### src/core/pchbp_defs.vh
`ifndef PCHBP_DEFS_VH
`define PCHBP_DEFS_VH
// register window geometry
`define PCHBP_NUM_REGS       32
`define PCHBP_ADDR_W         5
// attribute space redirect offset into ram
`define PCHBP_ATTR_OFS       16'h0400
// hardware register indices
`define PCHBP_REG_AUX_BASE   5'h00
`define PCHBP_REG_AUX_OFS    5'h01
`define PCHBP_REG_AUX_DATA   5'h02
`define PCHBP_REG_INT_CTRL   5'h03
`define PCHBP_REG_BP0_PTR    5'h04
`define PCHBP_REG_BP0_END    5'h05
`define PCHBP_REG_BP0_DATA   5'h06
`define PCHBP_REG_BP1_PTR    5'h07
`define PCHBP_REG_BP1_END    5'h08
`define PCHBP_REG_BP1_DATA   5'h09
`define PCHBP_REG_INT_ACK    5'h0a
// memory mapped registers start here
`define PCHBP_MM_FIRST       5'h10
`define PCHBP_MM_BASE        16'h0100
// block geometry: 128 bytes is 64 words, link word stored in last word
`define PCHBP_BLK_WORDS      64
`define PCHBP_BLK_MASK       16'h003f
// interrupt control bit positions
`define PCHBP_INT_PULSE_BIT  0
`define PCHBP_INT_EN_BIT     1
// pulse width in cycles
`define PCHBP_PULSE_CYC      4'h4
`endif

### src/core/pchbp_port.v
`timescale 1ns/1ns
// Functional notes
// - request line is ready/busy, then interrupt
// - level or pulse interrupt, level default
// - thirty-two word registers in io space
// - hardware registers answer without arbitration, except the aux and path data registers
// - aux base and offset write-only
// - aux data reaches any ram word
// - every cycle gets a sync wait
// - memory registers arbitrate before completing
// - attribute space maps to base plus 0x400
// - two independent buffer paths with pointers
// - path pointer auto-increments per access
// - block end follows stored link
// - link follow may add wait
// - writes past buffer end are dropped
// - one shared pre-read, invalidated elsewhere
// - input ack on valid io read
// - io strobes honoured only after init
`include "pchbp_defs.vh"
module pchbp_port #(
    parameter AW        = 16,
    parameter CIS_WORDS = 16
) (
    input  wire          sys_clk_i,
    input  wire          rst_b_i,
    // host side, sampled synchronously
    input  wire          host_ce1_n_i,
    input  wire          host_ce2_n_i,
    input  wire          host_reg_n_i,
    input  wire          host_io_read_n_i,
    input  wire          host_io_write_n_i,
    input  wire          host_attr_read_n_i,
    input  wire          host_attr_write_n_i,
    input  wire [9:0]    host_addr_i,
    input  wire [15:0]   host_data_i,
    output reg  [15:0]   host_data_o,
    output wire          host_data_oe_n_o,
    output wire          host_wait_n_o,
    output wire          host_input_ack_n_o,
    output wire          host_request_line_n_o,
    // io mode switch from configuration logic
    input  wire          io_mode_i,
    // interrupt source level and event pulse
    input  wire          int_src_i,
    // nonvolatile table source
    input  wire          nv_valid_i,
    input  wire [15:0]   nv_data_i,
    output wire          nv_ready_o,
    // ram arbitration
    output reg           mem_req_o,
    input  wire          mem_gnt_i,
    output reg           mem_we_o,
    output reg  [AW-1:0] mem_addr_o,
    output reg  [15:0]   mem_wdata_o,
    input  wire [15:0]   mem_rdata_i
);
    // fsm states
    localparam S_LOAD  = 3'd0;
    localparam S_IDLE  = 3'd1;
    localparam S_SYNC  = 3'd2;
    localparam S_MEM   = 3'd3;
    localparam S_LINK  = 3'd4;
    localparam S_DONE  = 3'd5;
    localparam S_PRE   = 3'd6;
    localparam S_HOLD  = 3'd7;
    // access kinds
    localparam K_HW    = 2'd0;
    localparam K_MM    = 2'd1;
    localparam K_BUF   = 2'd2;
    localparam K_ATTR  = 2'd3;
    // constants brought to the ram address width once, so no sum below pads or drops bits
    localparam [AW-1:0] ATTR_BASE = `PCHBP_ATTR_OFS;
    localparam [AW-1:0] MM_BASE   = `PCHBP_MM_BASE;
    localparam [AW-1:0] BLK_MASK  = `PCHBP_BLK_MASK;
    localparam [AW-1:0] LOAD_LAST = CIS_WORDS - 1;

    reg  [2:0]    state_q;          // main sequencer
    reg  [1:0]    kind_q;           // access class latched at cycle start
    reg           wr_q;             // latched direction
    reg           path_q;           // buffer path index
    reg  [4:0]    idx_q;            // register index
    reg  [15:0]   wdat_q;           // posted write data
    reg           init_done_q;      // card table copied
    reg  [AW-1:0] load_ptr_q;       // table copy pointer
    reg  [AW-1:0] aux_base_q;       // aux window base
    reg  [AW-1:0] aux_ofs_q;        // aux window offset
    reg  [AW-1:0] ptr_q [0:1];      // buffer path pointers
    reg  [AW-1:0] end_q [0:1];      // buffer path limits
    reg  [15:0]   pre_q;            // shared pre-read holder
    reg           pre_vld_q;        // pre-read holder valid
    reg           pre_path_q;       // path owning the pre-read
    reg           pulse_mode_q;     // interrupt signalling mode
    reg           int_en_q;         // interrupt enable
    reg           int_pend_q;       // latched level interrupt
    reg           int_src_q;        // previous source for edge
    reg  [3:0]    pulse_cnt_q;      // pulse stretch counter
    // two-entry skid buffer for the nv table stream
    reg  [15:0]   fifo_q [0:1];
    reg  [1:0]    fifo_cnt_q;
    reg           fifo_rd_q;
    reg           fifo_wr_q;

    wire          io_ok   = init_done_q & io_mode_i;
    wire          card_en = ~host_ce1_n_i & ~host_ce2_n_i & ~host_reg_n_i;
    wire          io_rd   = card_en & ~host_io_read_n_i & io_ok;
    wire          io_wr   = card_en & ~host_io_write_n_i & io_ok;
    wire          at_rd   = card_en & ~host_attr_read_n_i;
    wire          at_wr   = card_en & ~host_attr_write_n_i;
    wire          any_cyc = io_rd | io_wr | at_rd | at_wr;
    wire [4:0]    hidx    = host_addr_i[5:1];
    wire          busy    = (state_q != S_IDLE) & (state_q != S_HOLD);
    wire          fifo_pop = (state_q == S_LOAD) && (fifo_cnt_q != 2'd0) && mem_gnt_i;

    // classify a register index once, used only when a cycle starts
    function [1:0] kind_of;
        input [4:0] i;
        begin
            if (i >= `PCHBP_MM_FIRST) begin
                kind_of = K_MM;
            end else if (i == `PCHBP_REG_BP0_DATA || i == `PCHBP_REG_BP1_DATA || i == `PCHBP_REG_AUX_DATA) begin
                kind_of = K_BUF;
            end else begin
                kind_of = K_HW;
            end
        end
    endfunction

    // the table loads through a two-entry buffer so a memory stall drops nothing
    assign nv_ready_o = (fifo_cnt_q != 2'd2) & ~init_done_q;
    always @(posedge sys_clk_i) begin
        if (!rst_b_i) begin
            fifo_cnt_q <= 2'd0;
            fifo_rd_q  <= 1'b0;
            fifo_wr_q  <= 1'b0;
        end else begin
            if (nv_valid_i && nv_ready_o) begin
                fifo_q[fifo_wr_q] <= nv_data_i;
                fifo_wr_q         <= ~fifo_wr_q;
            end
            if (fifo_pop) begin
                fifo_rd_q <= ~fifo_rd_q;
            end
            fifo_cnt_q <= fifo_cnt_q + {1'b0, nv_valid_i & nv_ready_o} - {1'b0, fifo_pop};
        end
    end

    // request line: ready/busy before init, interrupt after
    always @(posedge sys_clk_i) begin
        if (!rst_b_i) begin
            int_pend_q  <= 1'b0;
            int_src_q   <= 1'b0;
            pulse_cnt_q <= 4'h0;
        end else begin
            int_src_q <= int_src_i;
            // level mode holds until acked or disabled; set beats clear
            if (int_src_i & ~int_src_q & int_en_q) begin
                int_pend_q <= 1'b1;
            end else if (!int_en_q || (state_q == S_SYNC && wr_q && kind_q == K_HW
                         && idx_q == `PCHBP_REG_INT_ACK)) begin
                int_pend_q <= 1'b0;
            end
            if (int_src_i & ~int_src_q & int_en_q & pulse_mode_q) begin
                pulse_cnt_q <= `PCHBP_PULSE_CYC;
            end else if (pulse_cnt_q != 4'h0) begin
                pulse_cnt_q <= pulse_cnt_q - 4'h1;
            end
        end
    end
    // low means busy before init and interrupt afterwards
    assign host_request_line_n_o = !init_done_q ? 1'b0 :
                                   pulse_mode_q ? (pulse_cnt_q == 4'h0) : ~int_pend_q;

    // wait asserted while a cycle is being synchronised or arbitrated
    assign host_wait_n_o      = ~(any_cyc & busy);
    assign host_input_ack_n_o = ~io_rd;
    assign host_data_oe_n_o   = ~((io_rd | at_rd) & (state_q == S_HOLD));

    // main sequencer
    always @(posedge sys_clk_i) begin
        if (!rst_b_i) begin
            state_q      <= S_LOAD;
            init_done_q  <= 1'b0;
            load_ptr_q   <= {AW{1'b0}};
            kind_q       <= K_HW;
            wr_q         <= 1'b0;
            path_q       <= 1'b0;
            idx_q        <= 5'h00;
            wdat_q       <= 16'h0000;
            aux_base_q   <= {AW{1'b0}};
            aux_ofs_q    <= {AW{1'b0}};
            ptr_q[0]     <= {AW{1'b0}};
            ptr_q[1]     <= {AW{1'b0}};
            end_q[0]     <= {AW{1'b0}};
            end_q[1]     <= {AW{1'b0}};
            pre_q        <= 16'h0000;
            pre_vld_q    <= 1'b0;
            pre_path_q   <= 1'b0;
            pulse_mode_q <= 1'b0;
            int_en_q     <= 1'b0;
            host_data_o  <= 16'h0000;
            mem_req_o    <= 1'b0;
            mem_we_o     <= 1'b0;
            mem_addr_o   <= {AW{1'b0}};
            mem_wdata_o  <= 16'h0000;
        end else begin
            case (state_q)
            S_LOAD: begin
                // copy the card table into ram at the attribute window
                mem_req_o   <= (fifo_cnt_q != 2'd0);
                mem_we_o    <= 1'b1;
                mem_addr_o  <= ATTR_BASE + load_ptr_q;
                mem_wdata_o <= fifo_q[fifo_rd_q];
                if (fifo_pop) begin
                    // drop the request a cycle so the next word leaves with its own address
                    mem_req_o  <= 1'b0;
                    load_ptr_q <= load_ptr_q + {{(AW-1){1'b0}}, 1'b1};
                    if (load_ptr_q == LOAD_LAST) begin
                        init_done_q <= 1'b1;
                        state_q     <= S_IDLE;
                    end
                end
            end
            S_IDLE: begin
                if (any_cyc) begin
                    wr_q   <= io_wr | at_wr;
                    wdat_q <= host_data_i;
                    idx_q  <= hidx;
                    path_q <= (hidx == `PCHBP_REG_BP1_DATA);
                    kind_q <= (at_rd | at_wr) ? K_ATTR : kind_of(hidx);
                    state_q <= S_SYNC;
                end
            end
            S_SYNC: begin
                state_q <= S_MEM;
                if (kind_q == K_HW) begin
                    // hardware registers complete here, no arbitration
                    state_q <= S_HOLD;
                    if (wr_q) begin
                        if (idx_q == `PCHBP_REG_AUX_BASE) aux_base_q <= wdat_q[AW-1:0];
                        else if (idx_q == `PCHBP_REG_AUX_OFS) aux_ofs_q <= wdat_q[AW-1:0];
                        else if (idx_q == `PCHBP_REG_BP0_PTR) ptr_q[0] <= wdat_q[AW-1:0];
                        else if (idx_q == `PCHBP_REG_BP1_PTR) ptr_q[1] <= wdat_q[AW-1:0];
                        else if (idx_q == `PCHBP_REG_BP0_END) end_q[0] <= wdat_q[AW-1:0];
                        else if (idx_q == `PCHBP_REG_BP1_END) end_q[1] <= wdat_q[AW-1:0];
                        else if (idx_q == `PCHBP_REG_INT_CTRL) begin
                            pulse_mode_q <= wdat_q[`PCHBP_INT_PULSE_BIT];
                            int_en_q     <= wdat_q[`PCHBP_INT_EN_BIT];
                        end
                        if (idx_q == `PCHBP_REG_BP0_PTR || idx_q == `PCHBP_REG_BP1_PTR) begin
                            pre_vld_q <= 1'b0;
                        end
                    end else begin
                        // aux base and offset registers are write-only and read back zero
                        if (idx_q == `PCHBP_REG_INT_CTRL) host_data_o <= {14'h0000, int_en_q, pulse_mode_q};
                        else if (idx_q == `PCHBP_REG_BP0_PTR) host_data_o <= ptr_q[0][15:0];
                        else if (idx_q == `PCHBP_REG_BP1_PTR) host_data_o <= ptr_q[1][15:0];
                        else host_data_o <= 16'h0000;
                    end
                end else if (kind_q == K_BUF && idx_q != `PCHBP_REG_AUX_DATA) begin
                    if (!wr_q && pre_vld_q && pre_path_q == path_q) begin
                        // pre-read hit skips arbitration
                        host_data_o <= pre_q;
                        ptr_q[path_q] <= ptr_q[path_q] + {{(AW-1){1'b0}}, 1'b1};
                        state_q <= S_LINK;
                    end else if (wr_q && ptr_q[path_q] >= end_q[path_q]) begin
                        state_q <= S_HOLD;
                    end else begin
                        mem_req_o <= 1'b1;
                    end
                    pre_vld_q <= 1'b0;
                end else begin
                    if (!wr_q) pre_vld_q <= 1'b0;
                    mem_req_o <= 1'b1;
                end
                mem_we_o    <= wr_q;
                mem_wdata_o <= wdat_q;
                if (kind_q == K_ATTR) mem_addr_o <= ATTR_BASE + {{(AW-9){1'b0}}, host_addr_i[9:1]};
                else if (kind_q == K_MM) mem_addr_o <= MM_BASE + {{(AW-5){1'b0}}, idx_q};
                else if (idx_q == `PCHBP_REG_AUX_DATA) mem_addr_o <= aux_base_q + aux_ofs_q;
                else mem_addr_o <= ptr_q[path_q];
            end
            S_MEM: begin
                // wait for the arbiter
                if (mem_gnt_i) begin
                    mem_req_o <= 1'b0;
                    if (!wr_q) host_data_o <= mem_rdata_i;
                    if (kind_q == K_BUF && idx_q != `PCHBP_REG_AUX_DATA) begin
                        ptr_q[path_q] <= ptr_q[path_q] + {{(AW-1){1'b0}}, 1'b1};
                        state_q <= S_LINK;
                    end else begin
                        state_q <= S_HOLD;
                    end
                end
            end
            S_LINK: begin
                // last word of a block holds the next block address
                if ((ptr_q[path_q] & BLK_MASK) == BLK_MASK) begin
                    mem_req_o  <= 1'b1;
                    mem_we_o   <= 1'b0;
                    mem_addr_o <= ptr_q[path_q];
                    state_q    <= S_DONE;
                end else begin
                    state_q <= wr_q ? S_HOLD : S_PRE;
                    mem_req_o  <= ~wr_q;
                    mem_we_o   <= 1'b0;
                    mem_addr_o <= ptr_q[path_q];
                end
            end
            S_DONE: begin
                if (mem_gnt_i) begin
                    ptr_q[path_q] <= mem_rdata_i[AW-1:0];
                    mem_req_o     <= 1'b0;
                    state_q       <= S_LINK;
                end
            end
            S_PRE: begin
                if (mem_gnt_i) begin
                    pre_q      <= mem_rdata_i;
                    pre_vld_q  <= 1'b1;
                    pre_path_q <= path_q;
                    mem_req_o  <= 1'b0;
                    state_q    <= S_HOLD;
                end
            end
            S_HOLD: begin
                // stay until the host drops its strobes
                if (!any_cyc) state_q <= S_IDLE;
            end
            default: state_q <= S_IDLE;
            endcase
        end
    end
endmodule

### config.mk
export PLATFORM = sky130hd
export DESIGN_NAME = pchbp_port
export DESIGN_NICKNAME = d
export VERILOG_FILES = /design/src/core/pchbp_port.v
export VERILOG_INCLUDE_DIRS = /design/src /design/src/core
export SDC_FILE = /design/constraint.sdc
export NUM_CORES = 1
export LEC_CHECK = 0
export BUFFER_PORTS_ARGS = -buffer_cell sky130_fd_sc_hd__buf_2
export CAP_MARGIN = 15
export CORE_UTILIZATION = 35
export DETAILED_ROUTE_END_ITERATION = 12
export PLACE_DENSITY_LB_ADDON = 0.2
export SETUP_SLACK_MARGIN = 0.5
export SLEW_MARGIN = 20
export SYNTH_ARGS = -nofsm -noshare
export SYNTH_HDL_FRONTEND = slang
export SYNTH_SLANG_ARGS = --single-unit
### constraint.sdc
create_clock -name sys_clk_i -period 4.9 [get_ports sys_clk_i]
set_input_delay 0.98 -clock sys_clk_i [delete_from_list [all_inputs] [get_ports sys_clk_i]]
set_output_delay 0.98 -clock sys_clk_i [all_outputs]
set_load 0.1 [all_outputs]
==> impl_metrics.py <==
metrics = {
    "global_route": {
        "grt_start_max_net_pins": 87,
        "grt_pass1_wl_um": 61300,
        "antenna_found_initial": 1,
        "grt_pass1_vias": 10400,
        "track_usage_pct": 20.9,
        "grt_overflow": 0,
    },
    "clocking": {
        "clock_latency_ps": 560,
        "cts-resized-gates": 0,
        "numCtsBuffers": 29,
        "cts.sinks": 255,
        "clock-root-buffer": "clkbuf_16",
        "cts_hold_buf": 0,
        "cts_setup_buffers": 0,
        "clkTransAtPathRegs_ps": 60,
        "cts.htree.levels": 1,
        "cts_tree": "done",
        "clockBufferDepth": 3,
    },
    "drt": {
        "wl_per_cell_um": 20.1,
        "vias_per_cell": 5.47,
        "drc_errors": 0,
        "final_antenna_net_count": 0,
        "drt_first_iter_violations": 905,
        "first_pass_iters": 5,
        "drt-met1-wl_um": 18400,
        "wirelength_um": 39700,
        "wl_met2_um": 17400,
        "dr_wl_met3_um": 2400,
        "top_layer": "met4",
        "vias": 10800,
    },
    "final_layout": {
        "diodes": 0,
        "final_util_pct": 40.9,
        "nNetsFinal": 1595,
        "drive_above_1_share_pct": 15.3,
        "finalNonFillerCells": 1976,
        "area_growth_syn_to_layout_pct": 15.0,
    },
    "setup_path": {
        "worstSetupStartpointType": "flip-flop",
        "path_class": "reg -> reg",
        "cp.arrival_ps": 3850,
        "r2r-end": "mem_req_o",
        "reg2regPathDepth": 8,
        "endpoint_kind": "flip-flop",
        "critPathRequiredTime_ps": 5380,
        "critPathMaxFanout": 31,
        "regToRegSetupSlack_ps": 1530,
    },
    "timing": {
        "finalCritPeriodShare_pct": 68.8,
        "fin_worst_skew_ps": 13.4,
        "tns_ps": 0,
        "hold_viol_final": 0,
        "period_needed_ps": 3370,
        "slew_violations": 0,
        "rsz0062_at_grt": "no",
        "setup_viol": 0,
        "fmax_mhz": 297,
        "slew_headroom_pct": 30.5,
        "worstMarginPinSlew_ps": 1040,
    },
    "power_and_ir_drop": {
        "irDropWorstVdd_v": 0.000373,
        "p_leak_nw": 5.91,
        "switchingPower_mw": 2.94,
        "p_int_mw": 4.12,
        "p_clk_share_pct": 29.3,
        "sw_frac_of_total_pct": 41.7,
        "p_per_area_mw_per_mm2": 471,
        "p_comb_share_pct": 33.5,
        "pwr-share-seq_pct": 37.3,
    },
    "hold_path": {
        "min_to": "pre_q[7]",
        "hold_path_startpoint": "pre_q[7]",
        "hold_path.class": "reg -> reg",
        "holdPathStages": 2,
    },
    "synth": {
        "synth-seq-cells": 255,
        "syn-num-nets": 1501,
        "syn_inst": 1391,
        "synth_edf_count": 96,
        "syn_avg_cell_area_um2": 9.37,
        "yosysWarnings": 0,
        "seq_area_frac_synth_pct": 46.6,
        "synth_cell_types": 85,
        "ys_async_sr_fraction_pct": 0,
        "synth.cell_area_mm2": 0.0130,
        "synthFlopType": "dfxtp_1",
    },
    "placement": {
        "hpwl_um": 29000,
        "gp_congestion": 0.912,
        "port_buffers": 124,
        "dp_cells": 1922,
    },
    "die": {
        "die_y_um": 195,
        "die_area_mm2": 0.0380,
        "ios": 126,
        "row_count": 70,
        "die_w_um": 195,
        "start_util_pct": 35.6,
        "core_area_mm2": 0.0366,
    },
    "run_status": {
        "status": "completed",
    },
    "run": {
        "drv_cap": 0,
    },
}
[Yosys cell counts (4+ instances only)]
| library cell | instances | share of area [%] |
|---|---|---|
| o21bai_1 | 4 | 0.23 |
| mux2i_1 | 92 | 7.1 |
| dfxtp_1 | 159 | 24 |
| nand3b_1 | 5 | 0.29 |
| a21oi_1 | 151 | 5.8 |
| nand4_1 | 11 | 0.53 |
| buf_1 | 8 | 0.23 |
| buf_2 | 26 | 1.0 |
| a221oi_1 | 16 | 1.1 |
| nor4_1 | 4 | 0.19 |
| mux2_2 | 8 | 0.69 |
| nor2_1 | 120 | 3.5 |
| o21a_1 | 4 | 0.23 |
| clkbuf_1 | 52 | 1.5 |
| a21o_1 | 12 | 0.69 |
| edfxtp_1 | 96 | 22 |
| nand3_1 | 34 | 1.3 |
| o211a_1 | 4 | 0.31 |
| nor2b_1 | 9 | 0.43 |
| o221ai_1 | 23 | 1.5 |
| or3_1 | 6 | 0.29 |
| xnor2_1 | 30 | 2.0 |
| and3_1 | 11 | 0.53 |
| o21ai_1 | 37 | 1.4 |
| inv_1 | 29 | 0.84 |
| o21ai_0 | 47 | 1.8 |
| nand2b_1 | 9 | 0.43 |
| a211oi_1 | 16 | 0.92 |
| and2_1 | 23 | 1.1 |
| nand2_1 | 155 | 4.5 |
| ha_1 | 38 | 3.6 |
| a31oi_1 | 11 | 0.53 |
| xor2_1 | 15 | 1.0 |
| nor3_1 | 28 | 1.1 |
| o211ai_1 | 15 | 0.86 |
[layer usage]
| layer | GRT usage, % | vias to the layer above |
|---|---|---|
| li1 | - | 5277 |
| met1 | 28.9 | 5090 |
| met2 | 32.7 | 368 |
| met3 | 3.19 | 79 |
| met4 | 7.79 | 0 |
| met5 | 0 | - |
[power groups by stage]
stage                     registers [mW]  clock network, mW  logic (mW)
after floorplan                     3.75                  0       0.773
after detailed placement            2.68                  0        2.35
after CTS                           2.63               2.12        2.36
after global placement              2.67                  0        2.34
final                               2.63               2.07        2.36
after global routing                2.66               2.20        2.50
[critical path, stage by stage, from the launching register on]
cell and delay, ps:
dfxtp_2 800, mux2i_1 780, inv_1 170, ha_1 320, nand4_1 90, o31ai_1 450
o2bb2ai_1 280, o31a_1 200, mux2i_1 180
[worst max-delay path by stage]
stage / start / end / slack, ps / cells past startpoint
2_1_floorplan: pulse_cnt_q[0] / host_request_line_n_o / 980 / 4
3_3_place_gp: rst_b_i / ptr_q[0][8] / 1510 / 6
3_5_place_dp: rst_b_i / ptr_q[0][8] / 1440 / 6
4_1_cts: host_ce1_n_i / host_wait_n_o / 1590 / 5
5_1_grt: flip-flop / mem_req_o / 1430 / 8
6_report: flip-flop / mem_req_o / 1530 / 8
[metrics by stage]
| stage | hold slack, ps | worst slack, ps | instance area [µm²] | total power, mW |
|---|---|---|---|---|
| after CTS | 455 | 1590 | 15000 | 7.11 |
| after floorplan | 433 | 982 | 13000 | 4.52 |
| after global placement | 442 | 1510 | 14100 | 5.01 |
| after detailed placement | 447 | 1440 | 14100 | 5.03 |
| final | 453 | 1530 | 15000 | 7.06 |
| after global routing | 471 | 1430 | 15000 | 7.36 |
[registers in the layout, indices dropped and copies added, names as in the netlist, 2 cells and up, named ones only]
register and cells:
mem_addr_o 16, wdat_q 16, aux_ofs_q 16, mem_wdata_o 16, fifo_q 32, fifo_cnt_q 2, kind_q 2, aux_base_q 16
pulse_cnt_q 4, pre_q 16, ptr_q 32, host_data_o 16, end_q 32, load_ptr_q 16, state_q 3, idx_q 5
[layout by cell type (no fill, tap or decap), types with 16 or more instances in the layout]
| cell | n |
|---|---|
| dfxtp_1 | 158 |
| mux2i_1 | 92 |
| o21ai_0 | 47 |
| nor2_1 | 120 |
| nand3_1 | 34 |
| a211oi_1 | 16 |
| clkbuf_16 | 29 |
| nor3_1 | 25 |
| nand2_1 | 155 |
| xnor2_1 | 30 |
| a21oi_1 | 151 |
| a221oi_1 | 16 |
| buf_2 | 124 |
| and2_1 | 23 |
| buf_4 | 27 |
| ha_1 | 38 |
| inv_1 | 29 |
| o21ai_1 | 37 |
| o221ai_1 | 23 |
| edfxtp_1 | 96 |
[layout make-up]
cell class / count / area [µm²]
flip-flops and latches: 255 / 6070
well taps: 468 / 586
inverters: 33 / 126
fillers: 3656 / 21600
multi-input cells: 1015 / 6490
repair buffers: 151 / 823
clock inverters: 16 / 135
clock buffers: 38 / 759
[logic make-up (layout without fill, tap and decap cells)]
logic type | Yosys count | in the layout | synth area share (%)
AOI/OAI and AO/OA | 380 | 380 | 18.2
adders and majority gates | 39 | 39 | 3.80
and+or+nand+nor | 451 | 451 | 16.8
xor gates and xnor gates | 45 | 45 | 3.03
buffers and inverters | 121 | 238 | 3.83
muxes | 100 | 100 | 7.76
DFF | 255 | 255 | 46.6
No activity file was read; power rests on OpenSTA's default activity.
